==> src/hdl/uart_line_map.svh <==
// Register offsets, field positions, reset values and timing counts.
// Function
// - Stop-length bit: one stop bit, else 1.5 for 5-bit, 2 otherwise.
// - Parity enable inserts parity after data and checks it on receive.
// - Even-select set gives even total ones, clear gives odd.
// - Stick parity sends and expects 0 if even-select, else 1.
// - Break control forces serial output low outside loopback; transmitter keeps running.
// - Divisor access bit steers shared addresses to the divisor latches.
// - Data-ready sets on a stored character, clears when all read.
// - Overrun sets when an unread character is overwritten; status read clears.
// - FIFO mode overrun only when full; the new character is dropped.
// - Parity error flag, cleared on status read, shown at FIFO head.
// - Framing error on zero first stop bit, per character, shown at head.
// - After framing error the low level is taken as the next start bit.
// - Long low input sets break, loads one zero character, waits for high.
// - Only overrun, parity, framing and break drive the line interrupt.
// - Holding-empty sets when holding data moves out, clears on a write.
// - Transmitter-empty set only when holding store and shifter are empty.
// - Top status bit is 0 in character mode, FIFO error summary otherwise.
// - Outside loopback, each handshake control bit drives its pin inverted.
// - Loopback: output high, input ignored, tx fed to rx, pins high.
// - Loopback keeps interrupts; modem status sourced from control bits.
// - Change flags set on input change, all clear on status read.
// - Ring trailing-edge flag sets when ring input goes low to high.
// - Status bits 4-7 show inverted inputs, or control bits in loopback.
// - Two length bits select 5, 6, 7 or 8 data bits.
// - The receiver checks only the first stop bit.
`ifndef UART_LINE_MAP_SVH
`define UART_LINE_MAP_SVH

`define REG_DATA      3'h0
`define REG_IRQEN     3'h1
`define REG_FIFOCTL   3'h2
`define REG_LINECTL   3'h3
`define REG_HSCTL     3'h4
`define REG_LINESTAT  3'h5
`define REG_HSSTAT    3'h6

`define LC_STOP       2
`define LC_PEN        3
`define LC_EVEN       4
`define LC_STICK      5
`define LC_BREAK      6
`define LC_DIVISOR_ACCESS_SELECT       7
`define HC_LOOP       4
`define FC_ENABLE     0
`define FC_RXRESET    1
`define FC_TXRESET    2

`define LINECTL_RESET 8'h00
`define HSCTL_RESET   5'h00
`define IRQEN_RESET   4'h0
`define DIV_RESET     16'h0001

`define TICK_LAST     5'h0F
`define TICK_MID      5'h07
`define TICK_RESYNC   5'h06
`define STOP_ONE      5'h0F
`define STOP_HALF     5'h17
`define STOP_TWO      5'h1F
`define FIFO_DEPTH    5'h10

`endif

==> src/hdl/uart_line_pkg.sv <==
// Types shared by the line and handshake control logic.
package uart_line_pkg;
  typedef enum logic [2:0] {
    TX_IDLE  = 3'b000,
    TX_START = 3'b001,
    TX_DATA  = 3'b010,
    TX_PAR   = 3'b011,
    TX_STOP  = 3'b100
  } tx_state_type;
  typedef enum logic [2:0] {
    RX_IDLE  = 3'b000,
    RX_START = 3'b001,
    RX_DATA  = 3'b010,
    RX_PAR   = 3'b011,
    RX_STOP  = 3'b100,
    RX_BRK   = 3'b101
  } rx_state_type;
endpackage

==> src/hdl/uart_line_and_modem_control.sv <==
// Line format, line status and handshake control of a serial element.
`timescale 1ns/1ps
`include "uart_line_map.svh"
module uart_line_and_modem_control (
  // Clock and reset.
  input  wire logic       clk,
  input  wire logic       rst_n,
  // Register port.
  input  wire logic [2:0] addr,
  input  wire logic [7:0] wrData,
  input  wire logic       wrStrobe,
  input  wire logic       rdStrobe,
  output logic      [7:0] rdData,
  // Serial line.
  input  wire logic       serialIn,
  output logic            serialOut,
  // Handshake inputs, active low.
  input  wire logic       ctsN,
  input  wire logic       dsrN,
  input  wire logic       riN,
  input  wire logic       dcdN,
  // Handshake outputs, active low.
  output logic            dtrN,
  output logic            rtsN,
  output logic            userOutOneN,
  output logic            userOutTwoN,
  // Interrupt request.
  output logic            irq
);
  import uart_line_pkg::*;

  logic [7:0]   lineCtl_q;
  logic [4:0]   hsCtl_q;
  logic [3:0]   irqEn_q;
  logic [15:0]  divisor_q;
  logic [15:0]  baudCnt_q;
  logic         fifoMode_q;
  logic [7:0]   txMem [16];
  logic [3:0]   txWr_q;
  logic [3:0]   txRd_q;
  logic [4:0]   txCnt_q;
  tx_state_type txState_q;
  logic [7:0]   txShift_q;
  logic [2:0]   txBit_q;
  logic [4:0]   txTick_q;
  logic         txPar_q;
  logic         txLine_q;
  logic [10:0]  rxMem [16];
  logic [3:0]   rxWr_q;
  logic [3:0]   rxRd_q;
  logic [4:0]   rxCnt_q;
  rx_state_type rxState_q;
  logic [7:0]   rxShift_q;
  logic [2:0]   rxBit_q;
  logic [4:0]   rxTick_q;
  logic         rxParErr_q;
  logic         rxZero_q;
  logic         headNew_q;
  logic         overrun_q;
  logic         parErr_q;
  logic         frmErr_q;
  logic         brk_q;
  logic [3:0]   hsPrev_q;
  logic [3:0]   delta_q;
  logic         anyErr;

  // Parity bit for a character under the current line format.
  function automatic logic parityOf(input logic [7:0] d,
                                    input logic [7:0] lc);
    logic [7:0] mask;
    mask = 8'hFF >> (2'h3 - lc[1:0]);
    if (lc[`LC_STICK]) begin
      parityOf = ~lc[`LC_EVEN];
    end else begin
      parityOf = (^(d & mask)) ^ ~lc[`LC_EVEN];
    end
  endfunction

  // Register decode.
  // divisor access steering
  wire divisor_access_select       = lineCtl_q[`LC_DIVISOR_ACCESS_SELECT];
  wire loop       = hsCtl_q[`HC_LOOP];
  wire wrDataReg  = wrStrobe && addr == `REG_DATA && !divisor_access_select;
  wire wrDivLo    = wrStrobe && addr == `REG_DATA && divisor_access_select;
  wire wrIrqEn    = wrStrobe && addr == `REG_IRQEN && !divisor_access_select;
  wire wrDivHi    = wrStrobe && addr == `REG_IRQEN && divisor_access_select;
  wire wrFifoCtl  = wrStrobe && addr == `REG_FIFOCTL;
  wire wrLineCtl  = wrStrobe && addr == `REG_LINECTL;
  wire wrHsCtl    = wrStrobe && addr == `REG_HSCTL;
  wire rdDataReg  = rdStrobe && addr == `REG_DATA && !divisor_access_select;
  wire rdLineStat = rdStrobe && addr == `REG_LINESTAT;
  wire rdHsStat   = rdStrobe && addr == `REG_HSSTAT;
  wire modeChange = wrFifoCtl && (wrData[`FC_ENABLE] != fifoMode_q);
  wire rxFlush    = modeChange || (wrFifoCtl && wrData[`FC_RXRESET]);
  wire txFlush    = modeChange || (wrFifoCtl && wrData[`FC_TXRESET]);
  wire [4:0] cap  = fifoMode_q ? `FIFO_DEPTH : 5'h01;

  // Baud tick at sixteen times the bit rate.
  wire tick16 = baudCnt_q <= 16'h0001;

  // Format decode.
  // character length
  wire [2:0] lastBit = 3'h4 + {1'b0, lineCtl_q[1:0]};
  wire       pen     = lineCtl_q[`LC_PEN];
  wire [4:0] stopEnd = !lineCtl_q[`LC_STOP] ? `STOP_ONE :
                       (lineCtl_q[1:0] == 2'b00) ? `STOP_HALF : `STOP_TWO;

  // Transmit store and sequencer.
  wire txFull  = txCnt_q >= cap;
  wire txPush  = wrDataReg && !txFull;
  wire txPop   = tick16 && txState_q == TX_IDLE && txCnt_q != 5'h00;
  wire txLast  = txTick_q == `TICK_LAST;
  wire tx_holding_empty_flag    = txCnt_q == 5'h00;
  wire tx_all_empty_flag    = tx_holding_empty_flag && txState_q == TX_IDLE;

  wire rxIn    = loop ? txLine_q : serialIn;

  // Receive store.
  wire rxLast   = rxTick_q == `TICK_LAST;
  wire rxPushEv = tick16 && rxState_q == RX_STOP && rxLast;
  wire rxFull   = rxCnt_q >= cap;
  wire rxPop    = rdDataReg && rxCnt_q != 5'h00;
  wire rxAccept = rxPushEv && (!rxFull || rxPop);
  wire overrunEv = rxPushEv && rxFull && !rxPop;
  wire overwrite = overrunEv && !fifoMode_q;
  wire brkEv    = rxZero_q && !rxIn;
  wire [7:0] rxAligned = rxShift_q >> (2'h3 - lineCtl_q[1:0]);
  wire [10:0] rxEntry = brkEv ? 11'h600 :
                        {1'b0, !rxIn, rxParErr_q, rxAligned};
  wire headNewEv = (rxAccept && rxCnt_q == {4'h0, rxPop}) ||
                   (rxPop && rxCnt_q > 5'h01) || overwrite;
  wire [10:0] head = rxMem[rxRd_q];
  wire dr = rxCnt_q != 5'h00;

  // Handshake status.
  // status source
  wire [3:0] hsStat = loop ? {hsCtl_q[3], hsCtl_q[2], hsCtl_q[0], hsCtl_q[1]}
                           : {~dcdN, ~riN, ~dsrN, ~ctsN};
  wire [3:0] deltaEv = {hsStat[3] ^ hsPrev_q[3], hsPrev_q[2] & ~hsStat[2],
                        hsStat[1] ^ hsPrev_q[1], hsStat[0] ^ hsPrev_q[0]};

  always_comb begin
    anyErr = 1'b0;
    for (int i = 0; i < 16; i++) begin
      if ({1'b0, 4'(i) - rxRd_q} < rxCnt_q && |rxMem[i][10:8]) begin
        anyErr = 1'b1;
      end
    end
  end

  wire [7:0] lineStat = {fifoMode_q & anyErr, tx_all_empty_flag, tx_holding_empty_flag, brk_q, frmErr_q,
                         parErr_q, overrun_q, dr};
  wire [7:0] rdMux =
    (addr == `REG_DATA)     ? (divisor_access_select ? divisor_q[7:0] : head[7:0]) :
    (addr == `REG_IRQEN)    ? (divisor_access_select ? divisor_q[15:8] : {4'h0, irqEn_q}) :
    (addr == `REG_FIFOCTL)  ? {7'h00, fifoMode_q} :
    (addr == `REG_LINECTL)  ? lineCtl_q :
    (addr == `REG_HSCTL)    ? {3'h0, hsCtl_q} :
    (addr == `REG_LINESTAT) ? lineStat :
    (addr == `REG_HSSTAT)   ? {hsStat, delta_q} : 8'h00;

  wire lineIrq = overrun_q | parErr_q | frmErr_q | brk_q;
  wire irqNext = |(irqEn_q & {|delta_q, lineIrq, tx_holding_empty_flag, dr});

  // Control registers.
  always_ff @(posedge clk or negedge rst_n) begin
    if (!rst_n) begin
      lineCtl_q  <= `LINECTL_RESET;
      hsCtl_q    <= `HSCTL_RESET;
      irqEn_q    <= `IRQEN_RESET;
      divisor_q  <= `DIV_RESET;
      fifoMode_q <= 1'b0;
    end else begin
      if (wrLineCtl) lineCtl_q <= wrData;
      if (wrHsCtl) hsCtl_q <= wrData[4:0];
      if (wrIrqEn) irqEn_q <= wrData[3:0];
      if (wrDivLo) divisor_q[7:0] <= wrData;
      if (wrDivHi) divisor_q[15:8] <= wrData;
      if (wrFifoCtl) fifoMode_q <= wrData[`FC_ENABLE];
    end
  end

  // Baud counter, reloaded whenever a divisor latch is written.
  always_ff @(posedge clk or negedge rst_n) begin
    if (!rst_n) begin
      baudCnt_q <= `DIV_RESET;
    end else if (wrDivLo || wrDivHi || tick16) begin
      baudCnt_q <= divisor_q;
    end else begin
      baudCnt_q <= baudCnt_q - 16'h0001;
    end
  end

  // Transmit store pointers.
  always_ff @(posedge clk or negedge rst_n) begin
    if (!rst_n) begin
      txWr_q  <= 4'h0;
      txRd_q  <= 4'h0;
      txCnt_q <= 5'h00;
    end else if (txFlush) begin
      txWr_q  <= 4'h0;
      txRd_q  <= 4'h0;
      txCnt_q <= 5'h00;
    end else begin
      if (txPush) txWr_q <= txWr_q + 4'h1;
      if (txPop) txRd_q <= txRd_q + 4'h1;
      txCnt_q <= txCnt_q + {4'h0, txPush} - {4'h0, txPop};
    end
  end

  always_ff @(posedge clk) begin
    if (txPush) txMem[txWr_q] <= wrData;
  end

  // Transmit sequencer.
  always_ff @(posedge clk or negedge rst_n) begin
    if (!rst_n) begin
      txState_q <= TX_IDLE;
      txShift_q <= 8'h00;
      txBit_q   <= 3'h0;
      txTick_q  <= 5'h00;
      txPar_q   <= 1'b0;
      txLine_q  <= 1'b1;
    end else if (tick16) begin
      txTick_q <= txTick_q + 5'h01;
      unique case (txState_q)
        TX_IDLE: begin
          txTick_q <= 5'h00;
          if (txPop) begin
            txShift_q <= txMem[txRd_q];
            txPar_q   <= parityOf(txMem[txRd_q], lineCtl_q);
            txLine_q  <= 1'b0;
            txState_q <= TX_START;
          end
        end
        TX_START: begin
          if (txLast) begin
            txTick_q  <= 5'h00;
            txBit_q   <= 3'h0;
            txLine_q  <= txShift_q[0];
            txState_q <= TX_DATA;
          end
        end
        TX_DATA: begin
          if (txLast) begin
            txTick_q <= 5'h00;
            if (txBit_q == lastBit) begin
              txLine_q  <= pen ? txPar_q : 1'b1;
              txState_q <= pen ? TX_PAR : TX_STOP;
            end else begin
              txShift_q <= {1'b0, txShift_q[7:1]};
              txLine_q  <= txShift_q[1];
              txBit_q   <= txBit_q + 3'h1;
            end
          end
        end
        TX_PAR: begin
          if (txLast) begin
            txTick_q  <= 5'h00;
            txLine_q  <= 1'b1;
            txState_q <= TX_STOP;
          end
        end
        TX_STOP: begin
          if (txTick_q == stopEnd) begin
            txTick_q  <= 5'h00;
            txState_q <= TX_IDLE;
          end
        end
      endcase
    end
  end

  // Receive sequencer.
  always_ff @(posedge clk or negedge rst_n) begin
    if (!rst_n) begin
      rxState_q  <= RX_IDLE;
      rxShift_q  <= 8'h00;
      rxBit_q    <= 3'h0;
      rxTick_q   <= 5'h00;
      rxParErr_q <= 1'b0;
      rxZero_q   <= 1'b0;
    end else if (tick16) begin
      rxTick_q <= rxTick_q + 5'h01;
      unique case (rxState_q)
        RX_IDLE: begin
          rxTick_q <= 5'h00;
          if (!rxIn) rxState_q <= RX_START;
        end
        RX_START: begin
          if (rxTick_q == `TICK_MID) begin
            rxTick_q   <= 5'h00;
            rxBit_q    <= 3'h0;
            rxParErr_q <= 1'b0;
            rxZero_q   <= 1'b1;
            rxState_q  <= rxIn ? RX_IDLE : RX_DATA;
          end
        end
        RX_DATA: begin
          if (rxLast) begin
            rxTick_q  <= 5'h00;
            rxShift_q <= {rxIn, rxShift_q[7:1]};
            rxZero_q  <= rxZero_q & !rxIn;
            if (rxBit_q == lastBit) begin
              rxState_q <= pen ? RX_PAR : RX_STOP;
            end else begin
              rxBit_q <= rxBit_q + 3'h1;
            end
          end
        end
        RX_PAR: begin
          if (rxLast) begin
            rxTick_q <= 5'h00;
            rxParErr_q <= rxIn != parityOf(rxAligned, lineCtl_q);
            rxZero_q   <= rxZero_q & !rxIn;
            rxState_q  <= RX_STOP;
          end
        end
        RX_STOP: begin
          if (rxLast) begin
            rxTick_q <= 5'h00;
            if (brkEv) begin
              rxState_q <= RX_BRK;
            end else if (!rxIn) begin
              rxTick_q  <= `TICK_RESYNC;
              rxState_q <= RX_START;
            end else begin
              rxState_q <= RX_IDLE;
            end
          end
        end
        RX_BRK: begin
          rxTick_q <= 5'h00;
          if (rxIn) rxState_q <= RX_IDLE;
        end
        default: rxState_q <= RX_IDLE;
      endcase
    end
  end

  // Receive store pointers.
  always_ff @(posedge clk or negedge rst_n) begin
    if (!rst_n) begin
      rxWr_q  <= 4'h0;
      rxRd_q  <= 4'h0;
      rxCnt_q <= 5'h00;
    end else if (rxFlush) begin
      rxWr_q  <= 4'h0;
      rxRd_q  <= 4'h0;
      rxCnt_q <= 5'h00;
    end else begin
      if (rxAccept) rxWr_q <= rxWr_q + 4'h1;
      if (rxPop) rxRd_q <= rxRd_q + 4'h1;
      rxCnt_q <= rxCnt_q + {4'h0, rxAccept} - {4'h0, rxPop};
    end
  end

  always_ff @(posedge clk) begin
    if (rxAccept) begin
      rxMem[rxWr_q] <= rxEntry;
    end else if (overwrite) begin
      rxMem[rxRd_q] <= rxEntry;
    end
  end

  // Line status flags; a new event wins over the clearing read.
  always_ff @(posedge clk or negedge rst_n) begin
    if (!rst_n) begin
      headNew_q <= 1'b0;
      overrun_q <= 1'b0;
      parErr_q  <= 1'b0;
      frmErr_q  <= 1'b0;
      brk_q     <= 1'b0;
    end else begin
      headNew_q <= headNewEv && !rxFlush;
      overrun_q <= (overrun_q & !rdLineStat) | overrunEv;
      parErr_q  <= (parErr_q & !rdLineStat) | (headNew_q & head[8]);
      frmErr_q  <= (frmErr_q & !rdLineStat) | (headNew_q & head[9]);
      brk_q     <= (brk_q & !rdLineStat) | (headNew_q & head[10]);
    end
  end

  // Handshake change flags.
  always_ff @(posedge clk or negedge rst_n) begin
    if (!rst_n) begin
      hsPrev_q <= 4'h0;
      delta_q  <= 4'h0;
    end else begin
      hsPrev_q <= hsStat;
      delta_q  <= (delta_q & {4{!rdHsStat}}) | deltaEv;
    end
  end

  // Registered outputs.
  always_ff @(posedge clk or negedge rst_n) begin
    if (!rst_n) begin
      rdData      <= 8'h00;
      serialOut   <= 1'b1;
      dtrN        <= 1'b1;
      rtsN        <= 1'b1;
      userOutOneN <= 1'b1;
      userOutTwoN <= 1'b1;
      irq         <= 1'b0;
    end else begin
      rdData      <= rdStrobe ? rdMux : 8'h00;
      serialOut   <= loop | (txLine_q & !lineCtl_q[`LC_BREAK]);
      dtrN        <= loop | ~hsCtl_q[0];
      rtsN        <= loop | ~hsCtl_q[1];
      userOutOneN <= loop | ~hsCtl_q[2];
      userOutTwoN <= loop | ~hsCtl_q[3];
      irq         <= irqNext;
    end
  end
endmodule // uart_line_and_modem_control

==> config.mk <==
export PLATFORM = sky130hd
export DESIGN_NAME = uart_line_and_modem_control
export DESIGN_NICKNAME = d
export VERILOG_FILES = /design/src/hdl/uart_line_pkg.sv /design/src/hdl/uart_line_and_modem_control.sv
export VERILOG_INCLUDE_DIRS = /design/src /design/src/hdl
export SDC_FILE = /design/constraint.sdc
export NUM_CORES = 1
export LEC_CHECK = 0
export BUFFER_PORTS_ARGS = -buffer_cell sky130_fd_sc_hd__buf_2
export CAP_MARGIN = 25
export CORE_AREA = 2 2 201 242
export DETAILED_ROUTE_END_ITERATION = 16
export DIE_AREA = 0 0 203 244
export PLACE_DENSITY_LB_ADDON = 0.12
export REMOVE_ABC_BUFFERS = 1
export SYNTH_ARGS = -nofsm -noshare
export SYNTH_HDL_FRONTEND = slang
export SYNTH_SLANG_ARGS = --single-unit
==> constraint.sdc <==
create_clock -name clk -period 8.7 [get_ports clk]
set_clock_uncertainty 0.1 [all_clocks]
set_input_delay 0.87 -clock clk [delete_from_list [all_inputs] [get_ports clk]]
set_output_delay 0.87 -clock clk [all_outputs]
set_load 0.05 [all_outputs]
* Word level (Yosys, flattened, before mapping)
Memory sizes are Yosys's and may differ from the RTL's. Cells that the tools add are included. W data, S select, Z words.
Storage, ports and cells: output and inout port bits 14, memories kept 2, memory bits (writable) 304, register bits 145, logic and storage cells 403
Memory list:
- rxMem | words 16, bits a word 11, rd ports 17, clocked after Yosys merged registers in 0, wr ports 1, line uart_line_and_modem_control.sv:48 | logic [10:0] rxMem [16];
- txMem | words 16, bits a word 8, rd ports 1, clocked after Yosys merged registers in 0, wr ports 1, line uart_line_and_modem_control.sv:38 | logic [7:0] txMem [16];
Cells by class: $lt $le $gt $ge 20, equal/unequal tests 40, shifts and indexed selects 2, reductions and logical operators 115, multiplexer cells 111, bitwise gates (word level) 43, add/sub/neg operators 31
Operators with widths (count):
- $mux W8 | 13
- $lt A4 B5 Y1 | 16
- $mux W3 | 23
- $reduce_or A3 Y1 | 17
- $logic_and A1 B1 Y1 | 47
- $mux W5 | 9
- $mux W4 | 11
- $mux W1 | 41
- $sub A4 B4 Y4 const A | 8
- $ne A2 B2 Y1 const B | 15
- $mux W11 | 2
- $pmux W5 S4 | 1
- $eq A3 B2 Y1 const B | 6
- $eq A3 B3 Y1 const B | 6
- $pmux W3 S6 | 1
- $reduce_bool A2 Y1 | 9
- $add A4 B1 Y4 const B | 4
- $and A8 B8 Y8 | 2
- $le A16 B1 Y1 const B | 1
- $mux W16 | 1
- $pmux W8 S2 | 1
- $reduce_xor A8 Y1 | 2
- $sub A16 B1 Y16 const B | 1
- $sub A3 B4 Y4 const A | 4
- other kinds (48) | 121

* Longest topological paths before layout
Gate-level depths: netlist of the first run.
depth after elaboration 27, depth in mapped cells 18, gate-level depth less buffers 17

* Least setup slack after synthesis of the first run
No wires, ideal clock.
path type input-to-reg, start point input addr[1], end point register txCnt_q[4], arrival time 3962 ps, slack 4560 ps, stages on the path 14, path buffers 2, library setup time 77 ps, data required time 8523 ps, cells stage by stage clkbuf_1 -> nor3_1 -> clkbuf_1 -> nand2_1 -> a2111oi_2 -> inv_1 -> ha_1 -> inv_1 -> ha_1 -> fa_1 -> a21oi_1 -> nor2_1 -> or3_1 -> a21oi_1
On the way: longest elaborated chain between the ends 7, elaborated cells on any way between the ends 12, those cells by class add/sub: 2; eq/ne: 1; mux: 1; reduce/logical: 8
RTL lines:
- from (decl) | line uart_line_and_modem_control.sv:9 | input wire logic [2:0] addr,
- $logic_not A3 Y1 (no line)
- $logic_and A1 B1 Y1 (no line)
- $logic_and A1 B1 Y1 | line uart_line_and_modem_control.sv:83 | wire wrDataReg = wrStrobe && addr == `REG_DATA && !divisor_access_select;
- $logic_and A1 B1 Y1 | line uart_line_and_modem_control.sv:110 | wire txPush = wrDataReg && !txFull;
- $add A5 B1 Y5 | line uart_line_and_modem_control.sv:207 | txCnt_q <= txCnt_q + {4'h0, txPush} - {4'h0, txPop};
- $sub A5 B1 Y5 | line uart_line_and_modem_control.sv:207
- $mux W5 * | line uart_line_and_modem_control.sv:200 | end else if (txFlush) begin
- to (signal assigned) | line uart_line_and_modem_control.sv:207
- to (decl) | line uart_line_and_modem_control.sv:41 | logic [4:0] txCnt_q;
Mark *: on every way between the ends. The rest lies on a longest branch, timed or not. A chain may end at the register's enable or synchronous reset.

* Worst setup path after layout of the first run
start point register baudCnt_q[8], end point memory rxMem[11][4] (enable)
On the way: longest elaborated chain between the ends 11, elaborated cells on any way between the ends 15, those cells by class order compare: 1; mux: 7; reduce/logical: 7
RTL lines:
- from (decl) | line uart_line_and_modem_control.sv:36 | logic [15:0] baudCnt_q;
- from (signal assigned) | line uart_line_and_modem_control.sv:186 | baudCnt_q <= `DIV_RESET;
- from (signal assigned) | line uart_line_and_modem_control.sv:188 | baudCnt_q <= divisor_q;
- from (signal assigned) | line uart_line_and_modem_control.sv:190 | baudCnt_q <= baudCnt_q - 16'h0001;
- $le A16 B1 Y1 * | line uart_line_and_modem_control.sv:99 | wire tick16 = baudCnt_q <= 16'h0001;
- $logic_and A1 B1 Y1 * (2 in series) | line uart_line_and_modem_control.sv:120 | wire rxPushEv = tick16 && rxState_q == RX_STOP && rxLast;
- $logic_and A1 B1 Y1 (2 in series) | line uart_line_and_modem_control.sv:124 | wire overrunEv = rxPushEv && rxFull && !rxPop;
- $logic_and A1 B1 Y1 | line uart_line_and_modem_control.sv:125 | wire overwrite = overrunEv && !fifoMode_q;
- $mux W1 | line uart_line_and_modem_control.sv:361 | end else if (overwrite) begin
- $mux W1 | line uart_line_and_modem_control.sv:359 | if (rxAccept) begin
- $mux W1 (not written as such) | line uart_line_and_modem_control.sv:362 | rxMem[rxRd_q] <= rxEntry;
- $reduce_or A11 Y1 (no line)
- $mux W4 (no line) / $mux W1 (equally long branches)
- to (decl) | line uart_line_and_modem_control.sv:48
Marks and branches as above.

==> impl_results.html, run 1 <==
<table>
<tr><th>Metric</th><th>Value</th></tr>
<tr><th colspan="2">Floorplanning</th></tr>
<tr><td>Core area</td><td>46900 um2</td></tr>
<tr><td>Starting utilization of the core area</td><td>44.7%</td></tr>
<tr><td>Horizontal extent of the die</td><td>203 um</td></tr>
<tr><td>Cell Rows</td><td>87</td></tr>
<tr><td>Die ar.</td><td>49500 um2</td></tr>
<tr><td>Top-Level Pins</td><td>34</td></tr>
<tr><td>Die Height</td><td>244 um</td></tr>
<tr><th colspan="2">Clock tree</th></tr>
<tr><td>PostCTS Resize Cnt</td><td>0</td></tr>
<tr><td>Number of buffers inserted by post-CTS setup repair</td><td>0</td></tr>
<tr><td>Clk buf depth</td><td>3</td></tr>
<tr><td>Clock latency on the worst-skew pair</td><td>0.59 ns</td></tr>
<tr><td>Clock tree from TritonCTS</td><td>built</td></tr>
<tr><td>Clock input transition at the sequential cells of the worst setup and hold paths</td><td>0.07 ns</td></tr>
<tr><td>Hold-fix buffers at CTS</td><td>0</td></tr>
<tr><td>Depth of the CTS H-tree</td><td>2</td></tr>
<tr><td>Number of buffers added by the clock tree synthesis step</td><td>47</td></tr>
<tr><td>Root Buffer Master</td><td>sky130_fd_sc_hd__clkbuf_16</td></tr>
<tr><td>Total number of clock tree sinks</td><td>449</td></tr>
<tr><th colspan="2">Route</th></tr>
<tr><td>Initial DRT Pass Iterations</td><td>5</td></tr>
<tr><td>Number of vias after detailed routing</td><td>12500</td></tr>
<tr><td>Final ANT Viol Nets</td><td>0</td></tr>
<tr><td>Drt initial violations</td><td>1008</td></tr>
<tr><td>DR vias/cell</td><td>5.72</td></tr>
<tr><td>Wire length reported by the detailed router</td><td>52800 um</td></tr>
<tr><td>DRC</td><td>0</td></tr>
<tr><td>Detailed-route wire length per cell</td><td>24.1 um</td></tr>
<tr><th colspan="2">Global routing</th></tr>
<tr><td>Antenna violations before repair</td><td>0</td></tr>
<tr><td>Overflow left after global routing</td><td>0</td></tr>
<tr><td>Maximum number of pins on one net before global-route repair</td><td>78</td></tr>
<tr><td>Overall global routing resource usage</td><td>21.8%</td></tr>
<tr><td>Global-route wire length before repair</td><td>80300 um</td></tr>
<tr><td>Number of global-route vias before repair</td><td>12600</td></tr>
<tr><th colspan="2">Yosys</th></tr>
<tr><td>Asr flop ratio synth</td><td>32.3%</td></tr>
<tr><td>Mean instance size in the synthesized netlist</td><td>14.1 um2</td></tr>
<tr><td>Mapped cell area</td><td>21000 um2</td></tr>
<tr><td>Post-synthesis cell count</td><td>1491</td></tr>
<tr><td>Sequential area share after synthesis</td><td>60.9%</td></tr>
<tr><td>Number of distinct library cells after synthesis</td><td>78</td></tr>
<tr><td>Yosys Warn Count</td><td>0</td></tr>
<tr><td>Number of flops mapped to enable cells by yosys</td><td>304</td></tr>
<tr><td>Most used DFF post-synth</td><td>sky130_fd_sc_hd__edfxtp_1</td></tr>
<tr><td>Synthesized flop and latch total</td><td>449</td></tr>
<tr><th colspan="2">Power</th></tr>
<tr><td>Worst voltage drop across the vdd grid</td><td>0.165 mV</td></tr>
<tr><td>Leakage power total</td><td>8.51 nW</td></tr>
<tr><td>Cell Pwr Density</td><td>283 nW/um2</td></tr>
<tr><th colspan="2">Place</th></tr>
<tr><td>Detail Placement HPWL</td><td>36800 um</td></tr>
<tr><td>Total cell area at the placement stage</td><td>21700 um2</td></tr>
<tr><td>Number of buffers added on ports</td><td>33</td></tr>
<tr><td>Final weighted congestion in routability-driven placement</td><td>0.881</td></tr>
<tr><th colspan="2">Setup path</th></tr>
<tr><td>Critical path destination</td><td>rxMem[11][4]$_DFFE_PP_</td></tr>
<tr><td>Endpoint of the lowest-slack register-to-register path</td><td>rxMem[11][4]$_DFFE_PP_</td></tr>
<tr><td>Critical R2R Launch</td><td>baudCnt_q[8]$_DFF_PN0_</td></tr>
<tr><td>Worst-path maximum fanout</td><td>22</td></tr>
<tr><td>Startpoint-to-endpoint class of the critical path</td><td>reg2reg</td></tr>
<tr><td>WP data arrival</td><td>4.41 ns</td></tr>
<tr><td>Data required time at the worst endpoint</td><td>8.80 ns</td></tr>
<tr><td>Worst-case reg-to-reg path depth</td><td>10</td></tr>
<tr><td>Launching instance or port of the critical path</td><td>baudCnt_q[8]$_DFF_PN0_</td></tr>
<tr><td>R2R Setup Slk</td><td>4.39 ns</td></tr>
<tr><td>Startpoint type of the worst setup path</td><td>flop</td></tr>
<tr><td>Element type at the critical path end</td><td>flop</td></tr>
<tr><th colspan="2">Cells and area</th></tr>
<tr><td># fillers</td><td>4015</td></tr>
<tr><td>Most frequent standard cell in the layout excluding fill and tap cells</td><td>sky130_fd_sc_hd__edfxtp_1</td></tr>
<tr><td>Antenna diode count</td><td>0</td></tr>
<tr><td>NumNets Final</td><td>1619</td></tr>
<tr><td>Finished layout cell area</td><td>23400 um2</td></tr>
<tr><td>Share of cells above drive strength 1</td><td>17.6%</td></tr>
<tr><td>Area delta synth-&gt;final</td><td>11.4%</td></tr>
<tr><td>Highest-count cells in the layout ignoring fill and taps</td><td>sky130_fd_sc_hd__edfxtp_1, sky130_fd_sc_hd__dfrtp_1, sky130_fd_sc_hd__nand2_1</td></tr>
<tr><th colspan="2">Timing</th></tr>
<tr><td>Count of final setup violators</td><td>0</td></tr>
<tr><td>Transition time of the tightest slew-check pin</td><td>1.00 ns</td></tr>
<tr><td>Slew Limit Headroom</td><td>33.0%</td></tr>
<tr><td>Number of hold-slack violations in the final timing report</td><td>0</td></tr>
<tr><td>Count of pins over their slew limit</td><td>0</td></tr>
<tr><td>RSZ-0062 raised after global routing</td><td>false</td></tr>
<tr><td>Fin crit share</td><td>49.5%</td></tr>
<tr><td>Setup TNS</td><td>0 ns</td></tr>
<tr><td>Timing-limited maximum frequency</td><td>0.232 GHz</td></tr>
<tr><td>Final period demand of the worst path</td><td>4.31 ns</td></tr>
<tr><th colspan="2">Run</th></tr>
<tr><td>Max_cap viols</td><td>0</td></tr>
<tr><th colspan="2">Run status</th></tr>
<tr><td>Status</td><td>finished, final reports clean</td></tr>
<tr><th colspan="2">Hold path</th></tr>
<tr><td>Kind of path behind the tightest hold check</td><td>in2async</td></tr>
</table>
layout make-up:
type	instances	area [um2]	area share, %
inverter	62	233	0.996
clock buffer	58	1260	5.39
tap	623	779	3.34
sequential	449	12800	54.7
clock inverter	30	362	1.55
multi-input combinational	912	7640	32.7
timing repair buffer	53	322	1.38
synth_stat cells (14+ instances only):
master	n	area (um2)
sky130_fd_sc_hd__nand3_1	19	95.1
sky130_fd_sc_hd__nor3_1	18	90.1
sky130_fd_sc_hd__mux4_2	74	1670
sky130_fd_sc_hd__mux2_2	44	495
sky130_fd_sc_hd__xor2_1	15	131
sky130_fd_sc_hd__ha_1	72	901
sky130_fd_sc_hd__nor2_1	88	330
sky130_fd_sc_hd__and2_1	24	150
sky130_fd_sc_hd__dfrtp_1	137	3430
sky130_fd_sc_hd__clkbuf_1	42	158
sky130_fd_sc_hd__o32ai_1	16	140
sky130_fd_sc_hd__inv_1	60	225
sky130_fd_sc_hd__nor2b_1	14	87.6
sky130_fd_sc_hd__a21o_1	16	120
sky130_fd_sc_hd__o21ai_0	69	345
sky130_fd_sc_hd__a21oi_1	74	370
sky130_fd_sc_hd__xnor2_1	42	368
sky130_fd_sc_hd__edfxtp_1	304	9130
sky130_fd_sc_hd__nand2_1	111	417
sky130_fd_sc_hd__mux2i_1	59	591
layer usage:
layer  track usage, %  wire [um]  vias up
li1                 -          -     5717
met1             26.7      21100     6283
met2             38.4      27000      377
met3             2.77       2350      123
met4             9.83       2350        0
met5                0          0        -
through the flow:
stage / setup WS (ns) / hold slack, ns / total power, mW / cells / util, %
floorplan: 4.41 / 0.299 / 3.94 / 1423 / -
global placement: 4.35 / 0.364 / 4.54 / 2096 / 46.3
detailed placement: 4.30 / 0.364 / 4.57 / 2096 / 46.3
CTS: 4.35 / 0.236 / 6.69 / 2184 / 49.8
global route: 4.16 / 0.283 / 6.96 / 2187 / 49.8
finish: 4.39 / 0.226 / 6.61 / 2187 / 49.8
flip-flops by register name, indices dropped and copies added (netlist names), 8 cells and up:
name       count
baudCnt_q     16
divisor_q     16
lineCtl_q      8
rdData         8
rxMem        176
rxShift_q      8
txMem        128
txShift_q      8
cells by family after synthesis:
logic type,share of synthesized area (%)
fa+ha+maj,4.49
mux,13.2
flops,60.9
xor+xnor,2.49
simple gates,7.65
buf+inv,2.72
compound gates,8.54
worst min-delay path by stage:
stage	start	to	slack, ns	depth (start not counted)
final	rst_n	divisor_q[8]$_DFFE_PN0P_	0.23	1
after global routing	rst_n	divisor_q[10]$_DFFE_PN0P_	0.28	1
after CTS	rst_n	divisor_q[10]$_DFFE_PN0P_	0.24	1
after detailed placement	hsCtl_q[1]$_DFFE_PN0P_	rtsN$_DFF_PN1_	0.36	1
after global placement	hsCtl_q[1]$_DFFE_PN0P_	rtsN$_DFF_PN1_	0.36	1
after floorplan	hsCtl_q[1]$_DFFE_PN0P_	rtsN$_DFF_PN1_	0.30	1
where the power goes:
group | internal [mW] | total (mW) | switching (mW)
Combinational | 0.772 | 1.84 | 1.07
Clock | 1.24 | 2.10 | 0.859
Sequential | 2.47 | 2.67 | 0.200
Total | 4.49 | 6.61 | 2.12
critical path, cell delays in order (launching register included):
cell,delay (ns)
sky130_fd_sc_hd__dfrtp_1,0.41
sky130_fd_sc_hd__or3_1,0.42
sky130_fd_sc_hd__or4_4,0.46
sky130_fd_sc_hd__nor2_2,0.13
sky130_fd_sc_hd__nand4_2,0.08
sky130_fd_sc_hd__buf_4,0.25
sky130_fd_sc_hd__or3_4,0.45
sky130_fd_sc_hd__nor2_1,0.16
sky130_fd_sc_hd__nand2_1,0.17
sky130_fd_sc_hd__o32a_1,0.46
sky130_fd_sc_hd__nor2_1,0.81
(Power assumes the default switching activity.)
==> run 2: changes to the inputs <==
Clock period 8.7 ns to 4.3 ns, I/O delays scaled along.
==> impl_results.html, run 2 (synthesized netlist as in run 1, its figures left out) <==
<table>
<tr><th>Metric</th><th>Value</th></tr>
<tr><th colspan="2">Cells and area</th></tr>
<tr><td>NumNets Final</td><td>1650</td></tr>
<tr><td>Antenna diode count</td><td>0</td></tr>
<tr><td>Area delta synth-&gt;final</td><td>12.4%</td></tr>
<tr><td>Highest-count cells in the layout ignoring fill and taps</td><td>sky130_fd_sc_hd__edfxtp_1, sky130_fd_sc_hd__dfrtp_1, sky130_fd_sc_hd__nand2_1</td></tr>
<tr><td>Registers with the most flip-flops</td><td>rxMem: 176 flops, txMem: 128 flops</td></tr>
<tr><td>Finished layout cell area</td><td>23600 um2</td></tr>
<tr><td>Share of cells above drive strength 1</td><td>18.8%</td></tr>
<tr><td>Most frequent standard cell in the layout excluding fill and tap cells</td><td>sky130_fd_sc_hd__edfxtp_1</td></tr>
<tr><td>Flip-flop count of the largest register, all copies and words added</td><td>176</td></tr>
<tr><td>Top register by number of flip-flops</td><td>rxMem</td></tr>
<tr><td>Final core utilization</td><td>50.2%</td></tr>
<tr><td># fillers</td><td>3991</td></tr>
<tr><th colspan="2">Clock tree</th></tr>
<tr><td>Clock input transition at the sequential cells of the worst setup and hold paths</td><td>0.07 ns</td></tr>
<tr><td>Depth of the CTS H-tree</td><td>2</td></tr>
<tr><td>Total number of clock tree sinks</td><td>449</td></tr>
<tr><td>Root Buffer Master</td><td>sky130_fd_sc_hd__clkbuf_16</td></tr>
<tr><td>Number of buffers added by the clock tree synthesis step</td><td>46</td></tr>
<tr><td>PostCTS Resize Cnt</td><td>0</td></tr>
<tr><td>Clock tree from TritonCTS</td><td>built</td></tr>
<tr><td>Clock latency on the worst-skew pair</td><td>0.60 ns</td></tr>
<tr><td>Clk buf depth</td><td>3</td></tr>
<tr><th colspan="2">Global routing</th></tr>
<tr><td>Overflow left after global routing</td><td>0</td></tr>
<tr><td>Number of global-route vias before repair</td><td>12900</td></tr>
<tr><td>Global-route wire length before repair</td><td>78800 um</td></tr>
<tr><td>Maximum number of pins on one net before global-route repair</td><td>77</td></tr>
<tr><td>Antenna violations before repair</td><td>0</td></tr>
<tr><td>Overall global routing resource usage</td><td>21.2%</td></tr>
<tr><th colspan="2">Power</th></tr>
<tr><td>Share of power burned in registers</td><td>40.9%</td></tr>
<tr><td>Fraction of power consumed by the clock network</td><td>31.2%</td></tr>
<tr><td>Leakage power total</td><td>8.69 nW</td></tr>
<tr><td>Cell Pwr Density</td><td>561 nW/um2</td></tr>
<tr><td>Sw Pwr</td><td>4.20 mW</td></tr>
<tr><td>Power Internal</td><td>9.02 mW</td></tr>
<tr><td>Combinational Power Share</td><td>27.9%</td></tr>
<tr><td>Worst voltage drop across the vdd grid</td><td>0.389 mV</td></tr>
<tr><td>Switching power share of the total</td><td>31.8%</td></tr>
<tr><th colspan="2">Setup path</th></tr>
<tr><td>R2R Setup Slk</td><td>0.50 ns</td></tr>
<tr><td>Data required time at the worst endpoint</td><td>4.71 ns</td></tr>
<tr><td>WP data arrival</td><td>4.20 ns</td></tr>
<tr><td>Element type at the critical path end</td><td>flop</td></tr>
<tr><td>Startpoint type of the worst setup path</td><td>flop</td></tr>
<tr><td>Startpoint-to-endpoint class of the critical path</td><td>reg2reg</td></tr>
<tr><td>Worst-path maximum fanout</td><td>21</td></tr>
<tr><th colspan="2">Timing</th></tr>
<tr><td>Fin crit share</td><td>88.3%</td></tr>
<tr><td>Number of hold-slack violations in the final timing report</td><td>0</td></tr>
<tr><td>Final period demand of the worst path</td><td>3.80 ns</td></tr>
<tr><td>Transition time of the tightest slew-check pin</td><td>0.981 ns</td></tr>
<tr><td>Smallest setup slack after layout</td><td>0.505 ns</td></tr>
<tr><td>Slew Limit Headroom</td><td>34.4%</td></tr>
<tr><td>Count of pins over their slew limit</td><td>0</td></tr>
<tr><td>Count of final setup violators</td><td>0</td></tr>
<tr><td>Timing-limited maximum frequency</td><td>0.263 GHz</td></tr>
<tr><td>Setup TNS</td><td>0 ns</td></tr>
<tr><td>RSZ-0062 raised after global routing</td><td>false</td></tr>
<tr><th colspan="2">Route</th></tr>
<tr><td>Final ANT Viol Nets</td><td>0</td></tr>
<tr><td>Met3 routed wirelength</td><td>1930 um</td></tr>
<tr><td>Top routing layer used</td><td>met4</td></tr>
<tr><td>Number of vias after detailed routing</td><td>12500</td></tr>
<tr><td>DR vias/cell</td><td>5.65</td></tr>
<tr><td>Detailed-route wire length per cell</td><td>23.1 um</td></tr>
<tr><td>DRC</td><td>0</td></tr>
<tr><td>Drt initial violations</td><td>793</td></tr>
<tr><td>Initial DRT Pass Iterations</td><td>5</td></tr>
<tr><td>WL met1</td><td>20500 um</td></tr>
<tr><td>Routed length on met2</td><td>27000 um</td></tr>
<tr><td>Wire length reported by the detailed router</td><td>51300 um</td></tr>
<tr><th colspan="2">Place</th></tr>
<tr><td>Total cell area at the placement stage</td><td>22000 um2</td></tr>
<tr><td>Final weighted congestion in routability-driven placement</td><td>0.797</td></tr>
<tr><td>Number of buffers added on ports</td><td>33</td></tr>
<tr><td>Worst Setup Slack post-DPL</td><td>0.501 ns</td></tr>
<tr><td>Detail Placement HPWL</td><td>36000 um</td></tr>
<tr><th colspan="2">Floorplanning</th></tr>
<tr><td>Top-Level Pins</td><td>34</td></tr>
<tr><td>Die ar.</td><td>49500 um2</td></tr>
<tr><td>Cell Rows</td><td>87</td></tr>
<tr><td>Horizontal extent of the die</td><td>203 um</td></tr>
<tr><td>Die Height</td><td>244 um</td></tr>
<tr><td>Core area</td><td>46900 um2</td></tr>
<tr><td>Starting utilization of the core area</td><td>44.7%</td></tr>
<tr><th colspan="2">Hold path</th></tr>
<tr><td>Kind of path behind the tightest hold check</td><td>in2reg</td></tr>
<tr><th colspan="2">Run status</th></tr>
<tr><td>Status</td><td>finished, final reports clean</td></tr>
<tr><th colspan="2">Run</th></tr>
<tr><td>Max_cap viols</td><td>0</td></tr>
</table>
-- run 2: worst paths after layout --
path	from	endpoint	depth (start not counted)
max	baudCnt_q[8]$_DFF_PN0_	txCnt_q[4]$_DFF_PN0_	14
min	ctsN	hsPrev_q[0]$_DFF_PN0_	2
max reg2reg	baudCnt_q[8]$_DFF_PN0_	txCnt_q[4]$_DFF_PN0_	14
min reg2reg	hsCtl_q[1]$_DFFE_PN0P_	rtsN$_DFF_PN1_	1
max in group asynchronous	rst_n	serialOut$_DFF_PN1_	3
min in group asynchronous	rst_n	rxRd_q[2]$_DFFE_PN0P_	2
-- run 2: area by class of cell --
class | count | area [um2] | share of cell area, %
clock buffer | 61 | 1240 | 5.25
clock inverter | 25 | 320 | 1.36
inverter | 62 | 233 | 0.987
multi-input combinational | 912 | 7640 | 32.4
sequential | 449 | 12800 | 54.2
tap | 623 | 779 | 3.31
timing repair buffer | 85 | 589 | 2.50
-- run 2: power by group through the flow --
stage | clock network (mW) | logic (mW) | registers, mW
2_1_floorplan | 0 | 2.37 | 5.60
3_3_place_gp | 0 | 3.66 | 5.49
3_5_place_dp | 0 | 3.70 | 5.49
4_1_cts | 4.24 | 3.72 | 5.41
5_1_grt | 4.39 | 4.10 | 5.46
6_report | 4.13 | 3.69 | 5.41
-- run 2: worst max-delay path: stages (launching register included) --
cell	delay (ns)
sky130_fd_sc_hd__dfrtp_1	0.41
sky130_fd_sc_hd__or3_1	0.41
sky130_fd_sc_hd__or4_4	0.45
sky130_fd_sc_hd__nor2_2	0.13
sky130_fd_sc_hd__nand4_2	0.09
sky130_fd_sc_hd__buf_4	0.24
sky130_fd_sc_hd__nor4b_2	0.35
sky130_fd_sc_hd__ha_1	0.19
sky130_fd_sc_hd__inv_1	0.04
sky130_fd_sc_hd__ha_1	0.19
sky130_fd_sc_hd__fa_1	0.41
sky130_fd_sc_hd__a21oi_1	0.15
sky130_fd_sc_hd__nor2_1	0.06
sky130_fd_sc_hd__or3_1	0.33
sky130_fd_sc_hd__a21oi_1	0.14
-- run 2: stage by stage --
step / cells / hold slack [ns] / power [mW]
2_1_floorplan: 1423 / 0.0344 / 7.97
3_3_place_gp: 2130 / 0.347 / 9.15
3_5_place_dp: 2130 / 0.320 / 9.19
4_1_cts: 2217 / 0.0101 / 13.4
5_1_grt: 2217 / 0.0373 / 14.0
6_report: 2217 / 0.0521 / 13.2
-- run 2: repair_timing --
| item | in CTS | in global routing |
|---|---|---|
| endpoints found under the hold margin | 73 | 0 |
| buffers inserted | 0 | 0 |
| hold buffers | 1 | 0 |
-- run 2: metal layers --
metal  track usage, %  up-vias
met1             25.2     6348
li1                 -     5788
met4             7.94        0
met5                0        -
met3             3.21       93
met2             38.6      289
==> run 3: changes to the inputs <==
Settings changed: CORE_AREA 2 2 201 242 to 2 2 185 223, DIE_AREA 0 0 203 244 to 0 0 187 225.
==> impl_results.html, run 3 (synthesized netlist as in run 1, its figures left out) <==
<table>
<tr><th>Metric</th><th>Value</th></tr>
<tr><th colspan="2">Run status</th></tr>
<tr><td>Status</td><td>finished, final reports clean</td></tr>
<tr><th colspan="2">Power</th></tr>
<tr><td>Fraction of power consumed by the clock network</td><td>29.7%</td></tr>
<tr><td>Power Internal</td><td>8.80 mW</td></tr>
<tr><td>Worst voltage drop across the vdd grid</td><td>0.372 mV</td></tr>
<tr><td>Switching power share of the total</td><td>31.4%</td></tr>
<tr><td>Share of power burned in registers</td><td>42.0%</td></tr>
<tr><td>Cell Pwr Density</td><td>550 nW/um2</td></tr>
<tr><td>Combinational Power Share</td><td>28.3%</td></tr>
<tr><td>Sw Pwr</td><td>4.02 mW</td></tr>
<tr><td>Leakage power total</td><td>8.61 nW</td></tr>
<tr><td>Tot Pwr</td><td>12.8 mW</td></tr>
<tr><th colspan="2">Timing</th></tr>
<tr><td>Timing-limited maximum frequency</td><td>0.254 GHz</td></tr>
<tr><td>Number of hold-slack violations in the final timing report</td><td>0</td></tr>
<tr><td>Count of pins over their slew limit</td><td>0</td></tr>
<tr><td>Fin crit share</td><td>91.5%</td></tr>
<tr><td>Post-Route Hold Slack</td><td>0.0967 ns</td></tr>
<tr><td>Transition time of the tightest slew-check pin</td><td>1.01 ns</td></tr>
<tr><td>RSZ-0062 raised after global routing</td><td>false</td></tr>
<tr><td>Slew Limit Headroom</td><td>32.2%</td></tr>
<tr><td>Final period demand of the worst path</td><td>3.93 ns</td></tr>
<tr><td>Setup TNS</td><td>0 ns</td></tr>
<tr><td>Count of final setup violators</td><td>0</td></tr>
<tr><th colspan="2">Setup path</th></tr>
<tr><td>Startpoint type of the worst setup path</td><td>flop</td></tr>
<tr><td>Cell type with the highest occurrence count on the critical path</td><td>sky130_fd_sc_hd__nor2_1</td></tr>
<tr><td>Endpoint of the lowest-slack register-to-register path</td><td>rxMem[4][10]$_DFFE_PP_</td></tr>
<tr><td>Worst-case reg-to-reg path depth</td><td>9</td></tr>
<tr><td>Ordered list of cells on the worst path</td><td>or3_1, or4_4, nor2_2, nand4_2, or3_4, nor2_1, nand2_1, o32a_1, nor2_1</td></tr>
<tr><td>Critical R2R Launch</td><td>baudCnt_q[8]$_DFF_PN0_</td></tr>
<tr><td>Element type at the critical path end</td><td>flop</td></tr>
<tr><td>Data required time at the worst endpoint</td><td>4.38 ns</td></tr>
<tr><td>Number of buffers and inverters on the critical path</td><td>0</td></tr>
<tr><td>Crit path depth</td><td>9</td></tr>
<tr><td>Startpoint-to-endpoint class of the critical path</td><td>reg2reg</td></tr>
<tr><td>R2R Setup Slk</td><td>0.37 ns</td></tr>
<tr><td>Worst-path maximum fanout</td><td>11</td></tr>
<tr><td>Top delay family on crit path</td><td>simple AND/OR/NAND/NOR gates</td></tr>
<tr><td>WP data arrival</td><td>4.01 ns</td></tr>
<tr><td>Largest stage delay, worst path</td><td>0.80 ns</td></tr>
<tr><td>Worst path slowest cell</td><td>sky130_fd_sc_hd__nor2_1</td></tr>
<tr><th colspan="2">Place</th></tr>
<tr><td>Final weighted congestion in routability-driven placement</td><td>0.862</td></tr>
<tr><td>Number of buffers added on ports</td><td>33</td></tr>
<tr><td>Detail Placement HPWL</td><td>34500 um</td></tr>
<tr><th colspan="2">Floorplanning</th></tr>
<tr><td>Horizontal extent of the die</td><td>187 um</td></tr>
<tr><td>Cell Rows</td><td>80</td></tr>
<tr><td>Die ar.</td><td>42100 um2</td></tr>
<tr><td>Starting utilization of the core area</td><td>52.8%</td></tr>
<tr><td>Die Height</td><td>225 um</td></tr>
<tr><td>Core area</td><td>39700 um2</td></tr>
<tr><td>Top-Level Pins</td><td>34</td></tr>
<tr><th colspan="2">Cells and area</th></tr>
<tr><td># fillers</td><td>3143</td></tr>
<tr><td>NumNets Final</td><td>1647</td></tr>
<tr><td>Most frequent standard cell in the layout excluding fill and tap cells</td><td>sky130_fd_sc_hd__edfxtp_1</td></tr>
<tr><td>Registers with the most flip-flops</td><td>rxMem: 176 flops, txMem: 128 flops</td></tr>
<tr><td>Flip-flop count of the largest register, all copies and words added</td><td>176</td></tr>
<tr><td>Top register by number of flip-flops</td><td>rxMem</td></tr>
<tr><td>Highest-count cells in the layout ignoring fill and taps</td><td>sky130_fd_sc_hd__edfxtp_1, sky130_fd_sc_hd__dfrtp_1, sky130_fd_sc_hd__nand2_1</td></tr>
<tr><td>Share of cells above drive strength 1</td><td>18.5%</td></tr>
<tr><td>Area delta synth-&gt;final</td><td>11.1%</td></tr>
<tr><th colspan="2">Clock tree</th></tr>
<tr><td>Total number of clock tree sinks</td><td>449</td></tr>
<tr><td>Clk buf depth</td><td>3</td></tr>
<tr><td>Clock input transition at the sequential cells of the worst setup and hold paths</td><td>0.06 ns</td></tr>
<tr><td>Clock latency on the worst-skew pair</td><td>0.56 ns</td></tr>
<tr><td>Clock tree from TritonCTS</td><td>built</td></tr>
<tr><td>Root Buffer Master</td><td>sky130_fd_sc_hd__clkbuf_16</td></tr>
<tr><td>Depth of the CTS H-tree</td><td>2</td></tr>
<tr><td>Number of buffers inserted by post-CTS setup repair</td><td>0</td></tr>
<tr><td>Number of buffers added by the clock tree synthesis step</td><td>45</td></tr>
<tr><th colspan="2">Global routing</th></tr>
<tr><td>Maximum number of pins on one net before global-route repair</td><td>91</td></tr>
<tr><td>Antenna violations before repair</td><td>1</td></tr>
<tr><td>Global-route wire length before repair</td><td>75700 um</td></tr>
<tr><td>Overall global routing resource usage</td><td>23.8%</td></tr>
<tr><td>Number of global-route vias before repair</td><td>12700</td></tr>
<tr><td>Overflow left after global routing</td><td>0</td></tr>
<tr><th colspan="2">Route</th></tr>
<tr><td>DR vias/cell</td><td>5.90</td></tr>
<tr><td>Number of vias after detailed routing</td><td>12500</td></tr>
<tr><td>Final ANT Viol Nets</td><td>0</td></tr>
<tr><td>Detailed-route wire length per cell</td><td>23.1 um</td></tr>
<tr><td>Wire length reported by the detailed router</td><td>49000 um</td></tr>
<tr><td>Initial DRT Pass Iterations</td><td>5</td></tr>
<tr><td>DRC</td><td>0</td></tr>
<tr><td>Drt initial violations</td><td>781</td></tr>
<tr><th colspan="2">Hold path</th></tr>
<tr><td>Worst Hold Launch</td><td>dcdN</td></tr>
<tr><td>Min-Delay Path Depth</td><td>2</td></tr>
<tr><td>Hold endpoint</td><td>hsPrev_q[3]$_DFF_PN0_</td></tr>
<tr><td>Kind of path behind the tightest hold check</td><td>in2reg</td></tr>
<tr><th colspan="2">Run</th></tr>
<tr><td>Max_cap viols</td><td>0</td></tr>
</table>
run 3: worst register-to-register path: cells and delay by family, from the launching register on:
family	cells	cell delay, ns
AND/OR/NAND/NOR	8	2.66
flip-flops	1	0.41
AO/OA/AOI/OAI	1	0.39
run 3: final cells by class:
type,count,area [um2],share of cell area (%)
Clock inverter,20,195,0.837
Multi-Input combinational cell,912,7640,32.8
Inverter,62,233,0.998
Clock buffer,62,1240,5.32
Tap cell,533,667,2.86
Timing Repair Buffer,83,562,2.41
Sequential cell,449,12800,54.8
Antenna cell,1,2.50,0.0107
run 3: power groups by stage:
| stage | Clock (mW) | Sequential (mW) | Combinational, mW |
|---|---|---|---|
| after CTS | 3.89 | 5.38 | 3.66 |
| after floorplan | 0 | 5.60 | 2.37 |
| after global routing | 4.04 | 5.43 | 4.03 |
| after detailed placement | 0 | 5.47 | 3.64 |
| final | 3.81 | 5.39 | 3.63 |
| after global placement | 0 | 5.46 | 3.57 |
run 3: worst max path at each step:
stage | startpoint | endpoint
global placement | baudCnt_q[8]$_DFF_PN0_ | txCnt_q[4]$_DFF_PN0_
finish | baudCnt_q[8]$_DFF_PN0_ | rxMem[4][10]$_DFFE_PP_
global route | baudCnt_q[8]$_DFF_PN0_ | rxMem[4][8]$_DFFE_PP_
detailed placement | baudCnt_q[8]$_DFF_PN0_ | rxMem[4][1]$_DFFE_PP_
CTS | baudCnt_q[8]$_DFF_PN0_ | rxMem[4][10]$_DFFE_PP_
floorplan | rxRd_q[0]$_DFFE_PN0P_ | rdData[7]$_DFF_PN0_
run 3: metrics by stage:
stage | instances | area, um2 | utilization, % | setup WS, ns
2_1_floorplan | 1423 | 20600 | - | 0.00679
3_3_place_gp | 2037 | 21900 | 55.0 | 0.363
3_5_place_dp | 2037 | 21900 | 55.0 | 0.282
4_1_cts | 2120 | 23300 | 58.6 | 0.301
5_1_grt | 2121 | 23300 | 58.7 | 0.157
6_report | 2122 | 23300 | 58.7 | 0.366
run 3: timing repair:
action	4_1_cts	5_1_grt
gates resized for setup	0	0
hold buffers	1	0
endpoints found under the hold margin	84	0
run 3: layer usage:
layer | global-route usage, % | vias up | part of all wire, %
met3 | 3.02 | 111 | 3.7
met1 | 28.2 | 6330 | 39
li1 | - | 5772 | -
met4 | 9.81 | 0 | 4.2
met5 | 0 | - | 0
met2 | 43.8 | 309 | 53
